===== config.mk =====
export PLATFORM = sky130hd
export DESIGN_NAME = tec_timer
export DESIGN_NICKNAME = d
export VERILOG_FILES = /design/src/verilog/tec_pkg.sv /design/src/verilog/tec_edge_detect.sv /design/src/verilog/tec_capcmp.sv /design/src/verilog/tec_timer.sv
export SDC_FILE = /design/constraint.sdc
export NUM_CORES = 1
export LEC_CHECK = 0
export ABC_AREA = 1
export BUFFER_PORTS_ARGS = -buffer_cell sky130_fd_sc_hd__buf_2
export CAP_MARGIN = 20
export CORE_MARGIN = 2
export CORE_UTILIZATION = 50
export DETAILED_ROUTE_END_ITERATION = 8
export PLACE_DENSITY = 0.78
export SLEW_MARGIN = 20
export SYNTH_ARGS = -nofsm -noshare
export SYNTH_HDL_FRONTEND = slang
export SYNTH_SLANG_ARGS = --single-unit

===== constraint.sdc =====
create_clock -name clk_sys -period 1.9 [get_ports clk_sys]
set_input_delay 0.38 -clock clk_sys [delete_from_list [all_inputs] [get_ports clk_sys]]
set_output_delay 0.38 -clock clk_sys [all_outputs]
set_load 0.05 [all_outputs]

===== src/verilog/tec_pkg.sv =====
// Constants, field layout and carrier types of the 16-bit timer/event counter.
// Assumes a single clk_sys domain and a plain address/strobe register port.
package tec_pkg;

    // ----
    // Widths
    // ----
    localparam int CNT_W = 16; // Counter and capture/compare width
    localparam int ADDR_W = 4; // Register index width

    // ----
    // Register offsets (word index on the register port)
    // ----
    localparam logic [3:0] OFS_MODE_CTRL = 4'h0; // mode_control_register
    localparam logic [3:0] OFS_PRESC = 4'h1; // prescaler_mode_register
    localparam logic [3:0] OFS_CAP_CTRL = 4'h2; // Capture/compare role select
    localparam logic [3:0] OFS_CAPCMP_A = 4'h3; // capcmp_register_a
    localparam logic [3:0] OFS_CAPCMP_B = 4'h4; // capcmp_register_b
    localparam logic [3:0] OFS_COUNT = 4'h5; // main_count_value, read only
    localparam logic [3:0] OFS_STATUS = 4'h6; // Overflow and one-shot status

    // ----
    // Field positions
    // ----
    localparam int MC_OSP_EN = 0; // One-shot enable
    localparam int MC_OSP_TRIG = 1; // soft_oneshot_trigger, write-one pulse
    localparam int MC_OP_LOW = 2; // op_mode_bit_low
    localparam int MC_OP_HIGH = 3; // op_mode_bit_high
    localparam int PR_CLK_LO = 0; // Count clock divider select, 2 bits
    localparam int PR_EDGE_A_LO = 4; // edge_select_bit_low
    localparam int PR_EDGE_A_HI = 5; // edge_select_bit_high
    localparam int PR_EDGE_B_LO = 6; // Edge select of capture_pin_b, 2 bits
    localparam int CC_A_CAPTURE = 0; // Register a works as capture register
    localparam int CC_B_CAPTURE = 1; // Register b works as capture register
    localparam int ST_OVF = 0; // overflow_flag
    localparam int ST_OS_BUSY = 1; // One-shot pulse in progress

    // ----
    // Reset values
    // ----
    localparam logic [15:0] RST_CNT = 16'h0000;
    localparam logic [15:0] RST_CAPCMP = 16'h0000;
    localparam logic [1:0] RST_EDGE = 2'h0;
    localparam logic [1:0] RST_CLK = 2'h0;
    localparam logic [2:0] RST_PRESC = 3'h0;

    // ----
    // Encodings
    // ----
    typedef enum logic [1:0] {
        OP_STOP = 2'h0, // Counter stopped, held at zero
        OP_PIN_CLR = 2'h1, // Clear and start on pin a valid edge
        OP_FREE = 2'h2, // Free running
        OP_MATCH_CLR = 2'h3 // Clear and start on match with register a
    } op_mode_e;

    typedef enum logic [1:0] {
        EDGE_FALL = 2'h0,
        EDGE_RISE = 2'h1,
        EDGE_NONE = 2'h2,
        EDGE_BOTH = 2'h3
    } edge_sel_e;

    typedef enum logic [2:0] {
        OS_IDLE = 3'b001, // No pulse in progress
        OS_WAIT = 3'b010, // Started, waiting for match with register b
        OS_HIGH = 3'b100 // Output high until match with register a
    } os_state_e;

    // ----
    // Register port request carrier
    // ----
    typedef struct packed {
        logic wr; // One-cycle write strobe
        logic rd; // One-cycle read strobe
        logic [ADDR_W-1:0] addr; // Register index
        logic [15:0] wdata; // Write data
    } reg_req_s;

endpackage


===== src/verilog/tec_edge_detect.sv =====
// Valid-edge detector with two-sample noise filter for one input pin.
// Assumes the pin is synchronous to clk_sys.
`timescale 1ns/10ps

module tec_edge_detect (
    input wire logic clk_sys,
    input wire logic srst,
    input wire logic pin,
    input wire tec_pkg::edge_sel_e edge_sel,
    input wire logic enable,
    output logic edge_pulse
);
    import tec_pkg::*;

    // ----
    // State
    // ----
    typedef struct packed {
        logic smp; // Previous pin sample
        logic lvl; // Filtered level, seen twice in a row
    } edge_s;

    edge_s st_ff; // Registered state
    edge_s nxt_st; // Next state
    logic stable; // Same level on two samples
    logic rise; // Filtered rising edge
    logic fall; // Filtered falling edge

    // Filter and edge selection; the level keeps tracking while disabled,
    // so a pin already high gives no rising edge on restart.
    always_comb begin
        nxt_st = st_ff;
        nxt_st.smp = pin;
        stable = (pin == st_ff.smp);
        rise = stable && pin && !st_ff.lvl;
        fall = stable && !pin && st_ff.lvl;
        if (stable) begin
            nxt_st.lvl = pin;
        end
        unique case (edge_sel)
            EDGE_FALL: edge_pulse = enable && fall;
            EDGE_RISE: edge_pulse = enable && rise;
            EDGE_NONE: edge_pulse = 1'b0;
            EDGE_BOTH: edge_pulse = enable && (rise || fall);
        endcase
    end

    // State register
    always_ff @(posedge clk_sys) begin
        if (srst) begin
            st_ff <= '0;
        end else begin
            st_ff <= nxt_st;
        end
    end

endmodule // tec_edge_detect


===== src/verilog/tec_capcmp.sv =====
// One capture/compare register: software write, capture load, match.
// Assumes capture and write strobes are one-cycle pulses on clk_sys.
`timescale 1ns/10ps

module tec_capcmp #(
    parameter int W = 16
) (
    input wire logic clk_sys,
    input wire logic srst,
    input wire logic wr_en,
    input wire logic [W-1:0] wdata,
    input wire logic cap_en,
    input wire logic [W-1:0] count,
    output logic [W-1:0] value,
    output logic match
);
    import tec_pkg::*;

    // Width must fit the 16-bit register port
    if (W < 2 || W > 16) begin : g_bad_w
        $error("tec_capcmp: W must lie in 2..16");
    end

    // ----
    // State
    // ----
    typedef struct packed {
        logic [W-1:0] val; // Stored value
    } cc_s;

    cc_s st_ff; // Registered state
    cc_s nxt_st; // Next state

    // Capture beats a software write in the same cycle
    always_comb begin
        nxt_st = st_ff;
        if (cap_en) begin
            nxt_st.val = count;
        end else if (wr_en) begin
            nxt_st.val = wdata;
        end
    end

    assign value = st_ff.val;
    assign match = (count == st_ff.val);

    // State register
    always_ff @(posedge clk_sys) begin
        if (srst) begin
            st_ff <= '{val: RST_CAPCMP[W-1:0]};
        end else begin
            st_ff <= nxt_st;
        end
    end

endmodule // tec_capcmp


===== src/verilog/tec_timer.sv =====
// 16-bit timer/event counter with two capture/compare registers,
// overflow flag, pin valid-edge selection and one-shot pulse output.
// Assumes inputs synchronous to clk_sys and a one-cycle strobe port.
//
// Contract
// - Capture/compare contents undefined after counter stop.
// - Pin a edge select at prescaler bits 4,5.
// - Soft one-shot mode: pin a edge still restarts.
// - Overflow flag set on count FFFFH to 0000H.
// - Clearing overflow before count 0001H is void.
// - Capture beats concurrent read; read data undefined.
// - Reading counter never captures into register b.
// - Stopped counter ignores both pin inputs.
// - One-shot only in free-run and pin-clear modes.
// - Match-clear mode never produces a one-shot.
// - Nonzero operating mode starts counting at once.
`timescale 1ns/10ps

module tec_timer (
    input wire logic clk_sys,
    input wire logic srst,
    input wire tec_pkg::reg_req_s reg_req,
    output logic [15:0] reg_rdata,
    input wire logic trigger_capture_pin_a,
    input wire logic capture_pin_b,
    output logic oneshot_out
);
    import tec_pkg::*;

    // -------------------------------------------------------------------
    // State
    // -------------------------------------------------------------------
    typedef struct packed {
        logic [CNT_W-1:0] count; // main_count_value
        op_mode_e op_mode; // Operating mode bits
        logic osp_en; // One-shot enable
        edge_sel_e edge_a; // Pin a valid edge
        edge_sel_e edge_b; // Pin b valid edge
        logic [1:0] clk_sel; // Count clock divider select
        logic [2:0] presc; // Free prescaler counter
        logic cap_a; // Register a in capture role
        logic cap_b; // Register b in capture role
        logic ovf; // overflow_flag
        logic ovf_hold; // Overflow seen, count still 0000H
        os_state_e os_state; // One-shot sequencer
        logic pulse; // One-shot output level
        logic [15:0] rdata; // Read data, one cycle after strobe
    } tmr_s;

    tmr_s st_ff; // Registered state
    tmr_s nxt_st; // Next state

    logic running; // Operating mode is not stop
    logic tick; // Count clock enable
    logic edge_a; // Accepted valid edge on pin a
    logic edge_b; // Accepted valid edge on pin b
    logic [CNT_W-1:0] val_a; // capcmp_register_a
    logic [CNT_W-1:0] val_b; // capcmp_register_b
    logic match_a; // Count equals register a
    logic match_b; // Count equals register b
    logic wr_a; // Software write of register a
    logic wr_b; // Software write of register b
    logic cap_a_en; // Capture strobe into register a
    logic cap_b_en; // Capture strobe into register b
    logic sw_trig; // soft_oneshot_trigger written as one
    logic os_mode; // One-shot allowed in this mode
    logic os_trig; // One-shot start
    logic wrap; // Counter goes from all ones to zero
    logic ovf_set; // Hardware sets overflow_flag

    // -------------------------------------------------------------------
    // Pin edge detection
    // -------------------------------------------------------------------

    // Both pins are ignored while stopped
    assign running = (st_ff.op_mode != OP_STOP);

    tec_edge_detect u_edge_a (
        .clk_sys(clk_sys),
        .srst(srst),
        .pin(trigger_capture_pin_a),
        .edge_sel(st_ff.edge_a),
        .enable(running),
        .edge_pulse(edge_a)
    );

    tec_edge_detect u_edge_b (
        .clk_sys(clk_sys),
        .srst(srst),
        .pin(capture_pin_b),
        .edge_sel(st_ff.edge_b),
        .enable(running),
        .edge_pulse(edge_b)
    );

    // -------------------------------------------------------------------
    // Capture/compare registers
    // -------------------------------------------------------------------

    // Register a captures on pin b, register b on pin a; a counter read
    // plays no part in either capture.
    assign cap_a_en = st_ff.cap_a && edge_b;
    assign cap_b_en = st_ff.cap_b && edge_a;
    assign wr_a = reg_req.wr && (reg_req.addr == OFS_CAPCMP_A);
    assign wr_b = reg_req.wr && (reg_req.addr == OFS_CAPCMP_B);

    // Contents are left as they are on stop; software may not rely on them
    tec_capcmp #(
        .W(CNT_W)
    ) u_capcmp_a (
        .clk_sys(clk_sys),
        .srst(srst),
        .wr_en(wr_a),
        .wdata(reg_req.wdata[CNT_W-1:0]),
        .cap_en(cap_a_en),
        .count(st_ff.count),
        .value(val_a),
        .match(match_a)
    );

    tec_capcmp #(
        .W(CNT_W)
    ) u_capcmp_b (
        .clk_sys(clk_sys),
        .srst(srst),
        .wr_en(wr_b),
        .wdata(reg_req.wdata[CNT_W-1:0]),
        .cap_en(cap_b_en),
        .count(st_ff.count),
        .value(val_b),
        .match(match_b)
    );

    // -------------------------------------------------------------------
    // Count clock and triggers
    // -------------------------------------------------------------------

    // Divider select: 1, 2, 4 or 8 system clocks per count
    always_comb begin
        unique case (st_ff.clk_sel)
            2'h0: tick = running;
            2'h1: tick = running && (st_ff.presc[0] == 1'b1);
            2'h2: tick = running && (st_ff.presc[1:0] == 2'h3);
            2'h3: tick = running && (st_ff.presc == 3'h7);
        endcase
    end

    assign sw_trig = reg_req.wr && (reg_req.addr == OFS_MODE_CTRL)
        && reg_req.wdata[MC_OSP_TRIG];
    // Only free-run and pin-clear modes allow the one-shot; match-clear is refused
    assign os_mode = (st_ff.op_mode == OP_FREE)
        || (st_ff.op_mode == OP_PIN_CLR);
    // Pin a stays live even when the pulse is started by software
    assign os_trig = st_ff.osp_en && os_mode && (sw_trig || edge_a);
    // Match-clear with register a at all ones still wraps to zero
    assign wrap = tick && (st_ff.count == {CNT_W{1'b1}});
    // A clear while the count still sits at zero is overridden
    assign ovf_set = wrap || (st_ff.ovf_hold && st_ff.count == '0);

    // -------------------------------------------------------------------
    // Next state
    // -------------------------------------------------------------------

    // Counter, control writes, flags, one-shot and read data
    always_comb begin
        nxt_st = st_ff;
        nxt_st.presc = st_ff.presc + 3'h1;
        nxt_st.rdata = 16'h0000;

        // Counter: held at zero when stopped, else counts per tick
        if (!running) begin
            nxt_st.count = RST_CNT[CNT_W-1:0];
        end else if (os_trig) begin
            nxt_st.count = '0;
        end else if (st_ff.op_mode == OP_PIN_CLR && edge_a) begin
            nxt_st.count = '0;
        end else if (tick) begin
            if (st_ff.op_mode == OP_MATCH_CLR && match_a) begin
                nxt_st.count = '0;
            end else begin
                nxt_st.count = st_ff.count + 1'b1;
            end
        end

        // Overflow hold lasts until the next count clock
        if (wrap) begin
            nxt_st.ovf_hold = 1'b1;
        end else if (tick || !running) begin
            nxt_st.ovf_hold = 1'b0;
        end

        // Software writes
        if (reg_req.wr) begin
            unique case (reg_req.addr)
                OFS_MODE_CTRL: begin
                    // Any nonzero mode starts counting at the next edge
                    nxt_st.op_mode = op_mode_e'(
                        reg_req.wdata[MC_OP_HIGH:MC_OP_LOW]);
                    nxt_st.osp_en = reg_req.wdata[MC_OSP_EN];
                end
                OFS_PRESC: begin
                    nxt_st.clk_sel = reg_req.wdata[PR_CLK_LO+1:PR_CLK_LO];
                    // Edge selects only take a write while stopped
                    if (!running) begin
                        nxt_st.edge_a = edge_sel_e'(
                            reg_req.wdata[PR_EDGE_A_HI:PR_EDGE_A_LO]);
                        nxt_st.edge_b = edge_sel_e'(
                            reg_req.wdata[PR_EDGE_B_LO+1:PR_EDGE_B_LO]);
                    end
                end
                OFS_CAP_CTRL: begin
                    nxt_st.cap_a = reg_req.wdata[CC_A_CAPTURE];
                    nxt_st.cap_b = reg_req.wdata[CC_B_CAPTURE];
                end
                OFS_STATUS: begin
                    if (!reg_req.wdata[ST_OVF]) begin
                        nxt_st.ovf = 1'b0;
                    end
                end
                default: begin
                    // Count and unmapped indexes ignore writes
                end
            endcase
        end
        // Hardware set wins over a software clear
        if (ovf_set) begin
            nxt_st.ovf = 1'b1;
        end

        // One-shot sequencer; a new trigger restarts the count, so
        // overlapping triggers are the software's and partner's to avoid
        unique case (st_ff.os_state)
            OS_IDLE: begin
                if (os_trig) begin
                    nxt_st.os_state = OS_WAIT;
                end
            end
            OS_WAIT: begin
                if (!os_mode || !st_ff.osp_en) begin
                    nxt_st.os_state = OS_IDLE;
                end else if (os_trig) begin
                    nxt_st.os_state = OS_WAIT;
                end else if (tick && match_b) begin
                    nxt_st.os_state = OS_HIGH;
                    nxt_st.pulse = 1'b1;
                end
            end
            OS_HIGH: begin
                if (!os_mode || !st_ff.osp_en || (tick && match_a)) begin
                    nxt_st.os_state = OS_IDLE;
                    nxt_st.pulse = 1'b0;
                end
            end
            default: begin
                nxt_st.os_state = OS_IDLE;
                nxt_st.pulse = 1'b0;
            end
        endcase

        // Read mux; a capture in the same cycle leaves the read undefined
        if (reg_req.rd) begin
            unique case (reg_req.addr)
                OFS_MODE_CTRL: begin
                    nxt_st.rdata[MC_OP_HIGH:MC_OP_LOW] = st_ff.op_mode;
                    nxt_st.rdata[MC_OSP_EN] = st_ff.osp_en;
                end
                OFS_PRESC: begin
                    nxt_st.rdata[PR_CLK_LO+1:PR_CLK_LO] = st_ff.clk_sel;
                    nxt_st.rdata[PR_EDGE_A_HI:PR_EDGE_A_LO] = st_ff.edge_a;
                    nxt_st.rdata[PR_EDGE_B_LO+1:PR_EDGE_B_LO] = st_ff.edge_b;
                end
                OFS_CAP_CTRL: begin
                    nxt_st.rdata[CC_A_CAPTURE] = st_ff.cap_a;
                    nxt_st.rdata[CC_B_CAPTURE] = st_ff.cap_b;
                end
                OFS_CAPCMP_A: nxt_st.rdata[CNT_W-1:0] = val_a;
                OFS_CAPCMP_B: nxt_st.rdata[CNT_W-1:0] = val_b;
                OFS_COUNT: nxt_st.rdata[CNT_W-1:0] = st_ff.count;
                OFS_STATUS: begin
                    nxt_st.rdata[ST_OVF] = st_ff.ovf;
                    nxt_st.rdata[ST_OS_BUSY] = (st_ff.os_state != OS_IDLE);
                end
                default: begin
                    // Unmapped indexes read as zero
                end
            endcase
        end
    end

    assign reg_rdata = st_ff.rdata;
    assign oneshot_out = st_ff.pulse;

    // -------------------------------------------------------------------
    // State register
    // -------------------------------------------------------------------

    // Synchronous reset to a stopped counter
    always_ff @(posedge clk_sys) begin
        if (srst) begin
            st_ff <= '{
                count: RST_CNT[CNT_W-1:0],
                op_mode: OP_STOP,
                osp_en: 1'b0,
                edge_a: edge_sel_e'(RST_EDGE),
                edge_b: edge_sel_e'(RST_EDGE),
                clk_sel: RST_CLK,
                presc: RST_PRESC,
                cap_a: 1'b0,
                cap_b: 1'b0,
                ovf: 1'b0,
                ovf_hold: 1'b0,
                os_state: OS_IDLE,
                pulse: 1'b0,
                rdata: 16'h0000
            };
        end else begin
            st_ff <= nxt_st;
        end
    end

endmodule // tec_timer


==> results.sh, run 1 <==
export IMPL_status="complete, no violations"
export IMPL_grt_max_degree=43
export IMPL_drt_first_pass_iters=6
export IMPL_vias=5126
export IMPL_drive_gt1_share_pct=19.1
export IMPL_portBuffers=42
export IMPL_syn_inst=727
export IMPL_dp_cells=899
export IMPL_final_max_slew_violation_count=0
export IMPL_gr_usage_all_layers_pct=28.6
export IMPL_synth_top_family_by_area="simple AND/OR/NAND/NOR gates"
export IMPL_yosys_top_cells_area="dfxtp_1 36%, nand2_1 12%, o21ai_0 8.2%"
export IMPL_netlist_area_sq_um=4940
export IMPL_finClkSkew_ns=0.0156
export IMPL_dp_hpwl_mm=11.2
export IMPL_cap_violations=0
export IMPL_syn_nets=764
export IMPL_max_freq_ghz=0.554
export IMPL_syn_avg_cell_area_sq_um=6.79
export IMPL_final_cells=919
export IMPL_crit_end="st_ff[49]$_SDFFE_PP0P_"
export IMPL_ys_seq_area_share_pct=35.7
export IMPL_p_leak_nw=2.41
export IMPL_final_nets=818
export IMPL_clk_pin_slew_ns=0.09
export IMPL_die_area_sq_um=10700
export IMPL_final_util_pct=58.4
export IMPL_via_per_inst=5.58
export IMPL_synth_area_mux_share_pct=0
export IMPL_synth_xor_area_share_pct=1.95
export IMPL_clock_tree_buffer_depth=2
export IMPL_ys_ff_latch=88
export IMPL_antenna_found_initial=0
export IMPL_reg2reg_from="st_ff[24]$_SDFF_PP0_"
export IMPL_worstMarginPinSlew_ns=0.605
export IMPL_routed_wirelength_mm=15.0
export IMPL_fin_crit_ns=1.80
export IMPL_hold_ws_ns=0.291
export IMPL_crit_arrival_ns=2.10
export IMPL_ys_warn_count=0
export IMPL_crit_fanout=13
export IMPL_cts_tree="yes"
export IMPL_rsz0062_at_grt="true"
export IMPL_synth_top_cell_by_area="dfxtp_1"
export IMPL_synth_adder_area_share_pct=2.79
export IMPL_synth_distinct_cells=40
export IMPL_r2r_cells=11
export IMPL_synth_top_area_share_pct=35.7
export IMPL_core_area_sq_um=9680
export IMPL_yosys_area_share_simple_pct=26.8
export IMPL_synth_compound_area_share_pct=19.8
export IMPL_cts_sinks=88
export IMPL_numCtsBuffers=9
export IMPL_ios=43
export IMPL_cp_start_kind="flip-flop"
export IMPL_clk_latency_ns=0.37
export IMPL_drt_initial_drc_count=340
export IMPL_irDropWorstVdd_mv=0.389
export IMPL_power_density_nw_per_um2=663
export IMPL_grt_pass1_vias=4516
export IMPL_cp_end_kind="flip-flop"
export IMPL_reg2reg_slack_ns=0.1
export IMPL_drc=0
export IMPL_max_slew_margin_pct=59.7
export IMPL_syn_to_final_growth_pct=14.6
export IMPL_cts_root_buffer="clkbuf_8"
export IMPL_gp_congestion=0.977
export IMPL_finalCritPeriodShare_pct=95.0
export IMPL_power_w=0.00375
export IMPL_finalSetupViolations=0
export IMPL_crit_type="flip-flop to flip-flop"
export IMPL_die_h_um=103
export IMPL_hp_class="primary input to flip-flop"
export IMPL_ant_nets=0
export IMPL_row_count=36
export IMPL_start_util_pct=51.0
export IMPL_critPathLaunch="st_ff[24]$_SDFF_PP0_"
export IMPL_die_w_um=103
export IMPL_hold_violations=0
export IMPL_r2r_end="st_ff[49]$_SDFFE_PP0P_"
export IMPL_n_antenna_cell=0
export IMPL_drt_wirelength_per_cell_um=16.4
export IMPL_h_tree_depth=3
export IMPL_grt_first_pass_wirelength_mm=22.9
export IMPL_cp_required_ns=2.19
export IMPL_gr_total_overflow=0
[worst max-delay path, stage by stage, from the launching register on]
cell and delay [ns]:
dfxtp_2 0.33, ha_1 0.21, ha_1 0.18, nand2_1 0.10
nand2_1 0.08, nor2_2 0.14, nor2_4 0.06, buf_4 0.13
nand3_2 0.10, o21ai_2 0.08, buf_12 0.15, nor3_1 0.18
[what timing repair did]
action / 4_1_cts / 5_1_grt
resized for setup: 1 / 21
buffers inserted: 0 / 4
pin swaps: 0 / 5
endpoints found under the setup margin: 1 / 34
hold buffers: 0 / 0
[synthesized netlist by cell type, drive strengths merged]
library cell	instances
nor3b	1
nand3b	3
a221oi	6
nor3	19
nor4	2
xor2	4
a211oi	2
nor2	73
nand3	40
o221ai	4
a31oi	3
o21ai	83
ha	11
a21oi	58
and3	1
inv	96
xnor2	7
nand4	8
o22ai	14
nand2	156
clkbuf	11
buf	33
dfxtp	88
a311oi	2
a2111oi	1
o311ai	1
[flip-flops by register name (all words and copies together), names as in the netlist]
name,cells
st_ff,35
reg_rdata,16
u_capcmp_a.value,16
u_capcmp_b.value,16
u_edge_a.st_ff,2
u_edge_b.st_ff,2
oneshot_out,1
[routing by layer]
layer	wire length [um]	up-vias	GRT usage, %	share of wire (%)
met3	1330	38	6.38	8.8
li1	-	2477	-	-
met4	380	0	11.1	2.5
met2	6950	262	45.2	46
met5	0	-	0	0
met1	6380	2349	38.0	42
[stage by stage]
stage,worst slack [ns],cell area [sq um],setup TNS (ns)
2_1_floorplan,0.242,4940,0
3_3_place_gp,0.0479,5360,0
3_5_place_dp,0.00214,5360,0
4_1_cts,0.0185,5560,0
5_1_grt,-0.0416,5660,-0.105
6_report,0.0953,5660,0
[cell families (layout without fill, tap and decap cells)]
group,after synthesis,count (layout)
AO/OA/AOI/OAI,174,174
XOR/XNOR,11,11
adder cells (fa/ha/maj),11,11
buffers and inverters,140,199
flip-flops,88,88
AND/OR/NAND/NOR,303,303
[layout make-up]
cell class / instances / area, sq um
multi-input combinational: 499 / 2610
inverter: 96 / 360
tap: 133 / 166
clock buffer: 12 / 145
clock inverter: 4 / 52.6
sequential: 88 / 1770
fill: 916 / 4030
timing repair buffer: 87 / 564
[power breakdown]
part / switching (W) / internal, W
logic: 0.000307 / 0.000157
clock network: 0.000707 / 0.000651
registers: 0.0000318 / 0.00190
total: 0.00105 / 0.00270
[layout by cell type, fill, tap and decap left out, types with 9 or more instances in the layout]
cell      instances
a21oi_1          56
buf_2            42
buf_4            43
clkbuf_8         10
dfxtp_1          85
ha_1             10
inv_1            84
inv_2            12
nand2_1         151
nand3_1          34
nor2_1           61
nor2_2            9
nor3_1           15
o21ai_0          81
o22ai_1          13
[how the worst min path moves through the flow]
stage / startpoint / to / slack, ns / cells past startpoint
floorplan: st_ff[24]$_SDFF_PP0_ / st_ff[24]$_SDFF_PP0_ / 0.40 / 1
global placement: st_ff[24]$_SDFF_PP0_ / st_ff[24]$_SDFF_PP0_ / 0.41 / 1
detailed placement: st_ff[24]$_SDFF_PP0_ / st_ff[24]$_SDFF_PP0_ / 0.43 / 1
CTS: capture_pin_b / u_edge_b.st_ff[1]$_SDFF_PP0_ / 0.29 / 3
global route: reg_req[8] / u_capcmp_b.value[8]$_SDFFE_PP0P_ / 0.29 / 3
finish: capture_pin_b / u_edge_b.st_ff[1]$_SDFF_PP0_ / 0.29 / 3
Note: power is estimated with default switching activity, not from simulation.
==> run 2, diff against run 1 <==
--- a/config.mk
+++ b/config.mk
@@ -6,7 +6,7 @@
 export NUM_CORES = 1
 export LEC_CHECK = 0
 export ABC_AREA = 1
-export BUFFER_PORTS_ARGS = -buffer_cell sky130_fd_sc_hd__buf_2
+export BUFFER_PORTS_ARGS = -buffer_cell sky130_fd_sc_hd__buf_4
 export CAP_MARGIN = 20
 export CORE_MARGIN = 2
 export CORE_UTILIZATION = 50
==> run 2 against run 1 <==
  * Non-clock buffer count is 2 higher
  * Fmax is 1.2% lower
  * Critical path depth is 4 lower
  * Sequential share of layout area is 0.77 points lower
  * Highest routed layer is now met5
  * Critical path type unchanged
==> results.sh, run 2 (synthesis gave the netlist of run 1 again) <==
export IMPL_largest_reg_flops=35
export IMPL_row_count=36
export IMPL_drc=0
export IMPL_crit_arrival_ns=2.13
export IMPL_crit_type="flip-flop to flip-flop"
export IMPL_dp_hpwl_mm=11.2
export IMPL_cp_required_ns=2.20
export IMPL_final_max_slew_violation_count=0
export IMPL_max_freq_ghz=0.547
export IMPL_power_w=0.00375
export IMPL_hp_class="primary input to flip-flop"
export IMPL_grt_pass1_vias=4867
export IMPL_irDropWorstVdd_mv=0.385
export IMPL_gr_total_overflow=0
export IMPL_drt_first_pass_iters=6
export IMPL_n_antenna_cell=0
export IMPL_max_flop_register="st_ff"
export IMPL_finalSetupViolations=0
export IMPL_drt_wirelength_per_cell_um=16.7
export IMPL_cts_sinks=88
export IMPL_ant_nets=0
export IMPL_syn_to_final_growth_pct=17.9
export IMPL_h_tree_depth=3
export IMPL_power_density_nw_per_um2=644
export IMPL_routed_wirelength_mm=15.4
export IMPL_p_leak_nw=2.44
export IMPL_cts_root_buffer="clkbuf_8"
export IMPL_worstMarginPinSlew_ns=0.619
export IMPL_antenna_found_initial=1
export IMPL_finClkSkew_ns=0.00808
export IMPL_die_w_um=103
export IMPL_finalCritPeriodShare_pct=96.2
export IMPL_final_nets=820
export IMPL_hold_depth=3
export IMPL_status="complete, no violations"
export IMPL_layout_commonest_cell="nand2_1"
export IMPL_gp_congestion=0.986
export IMPL_gr_usage_all_layers_pct=29.7
export IMPL_vias=5176
export IMPL_die_area_sq_um=10700
export IMPL_max_slew_margin_pct=58.8
export IMPL_ios=43
export IMPL_clock_tree_buffer_depth=2
export IMPL_crit_fanout=7
export IMPL_clk_latency_ns=0.37
export IMPL_portBuffers=42
export IMPL_drt_initial_drc_count=487
export IMPL_layout_common_cells="151 x nand2_1, 86 x buf_4, 84 x inv_1, 82 x dfxtp_1, 80 x o21ai_0"
export IMPL_cap_violations=0
export IMPL_cp_start_kind="flip-flop"
export IMPL_holdBufCountCts=0
export IMPL_hold_violations=0
export IMPL_die_h_um=103
export IMPL_clk_pin_slew_ns=0.09
export IMPL_start_util_pct=51.0
export IMPL_drive_gt1_share_pct=19.7
export IMPL_grt_max_degree=44
export IMPL_core_area_sq_um=9680
export IMPL_fin_crit_ns=1.83
export IMPL_cts_tree="yes"
export IMPL_via_per_inst=5.62
export IMPL_cp_end_kind="flip-flop"
export IMPL_grt_first_pass_wirelength_mm=24.1
export IMPL_r2r_cells=7
export IMPL_numCtsBuffers=9
export IMPL_setup_tns_ns=0
run 2: final timing paths:
kind | start | slack [ns] | endpoint
hold reg to reg | st_ff[20]$_SDFFE_PP0P_ | 0.49 | st_ff[20]$_SDFFE_PP0P_
setup reg to reg | st_ff[37]$_SDFFE_PP0P_ | 0.07 | st_ff[50]$_SDFFE_PP0P_
hold / removal | capture_pin_b | 0.26 | u_edge_b.st_ff[1]$_SDFF_PP0_
setup / recovery | st_ff[37]$_SDFFE_PP0P_ | 0.07 | st_ff[50]$_SDFFE_PP0P_
run 2: layout make-up:
| class | count | area (sq um) |
|---|---|---|
| Clock buffer | 11 | 131 |
| Clock inverter | 5 | 56.3 |
| Fill cell | 896 | 3860 |
| Inverter | 96 | 363 |
| Multi-Input combinational cell | 499 | 2630 |
| Sequential cell | 88 | 1770 |
| Tap cell | 133 | 166 |
| Timing Repair Buffer | 89 | 706 |
run 2: timing repair:
action                     CTS  global route
gates resized for setup      7            23
buffers inserted             3             4
setup endpoints to repair    6            29
pin swaps                    2            10
run 2: where the power goes:
| group | switching [W] | internal [W] |
|---|---|---|
| clock | 0.000709 | 0.000610 |
| sequential | 0.0000380 | 0.00190 |
| combinational | 0.000313 | 0.000186 |
run 2: worst max-delay path, stage by stage, from the launching register on:
cell,delay [ns]
dfxtp_1,0.51
ha_1,0.25
nand3_1,0.16
nor2_4,0.19
nand3_1,0.18
nor2_1,0.22
a21oi_1,0.10
nor3_1,0.16
run 2: per-layer routing:
layer  up-vias  share of wire [%]  track usage (%)
li1       2485                  -                -
met1      2355                 41             40.3
met2       278                 46             45.9
met3        56                9.7             4.57
met4         2                3.3             15.1
met5         -              0.091                0
run 2: metrics by stage:
step	instances	setup WS, ns	hold WS, ns	cell area [sq um]	util, %
after global routing	921	-0.0250	0.278	5820	60.1
after detailed placement	898	-0.0974	0.433	5470	56.4
final	921	0.0728	0.261	5820	60.1
after CTS	917	0.00787	0.256	5710	59.0
after global placement	898	-0.0622	0.414	5470	56.4
after floorplan	727	0.242	0.397	4940	-
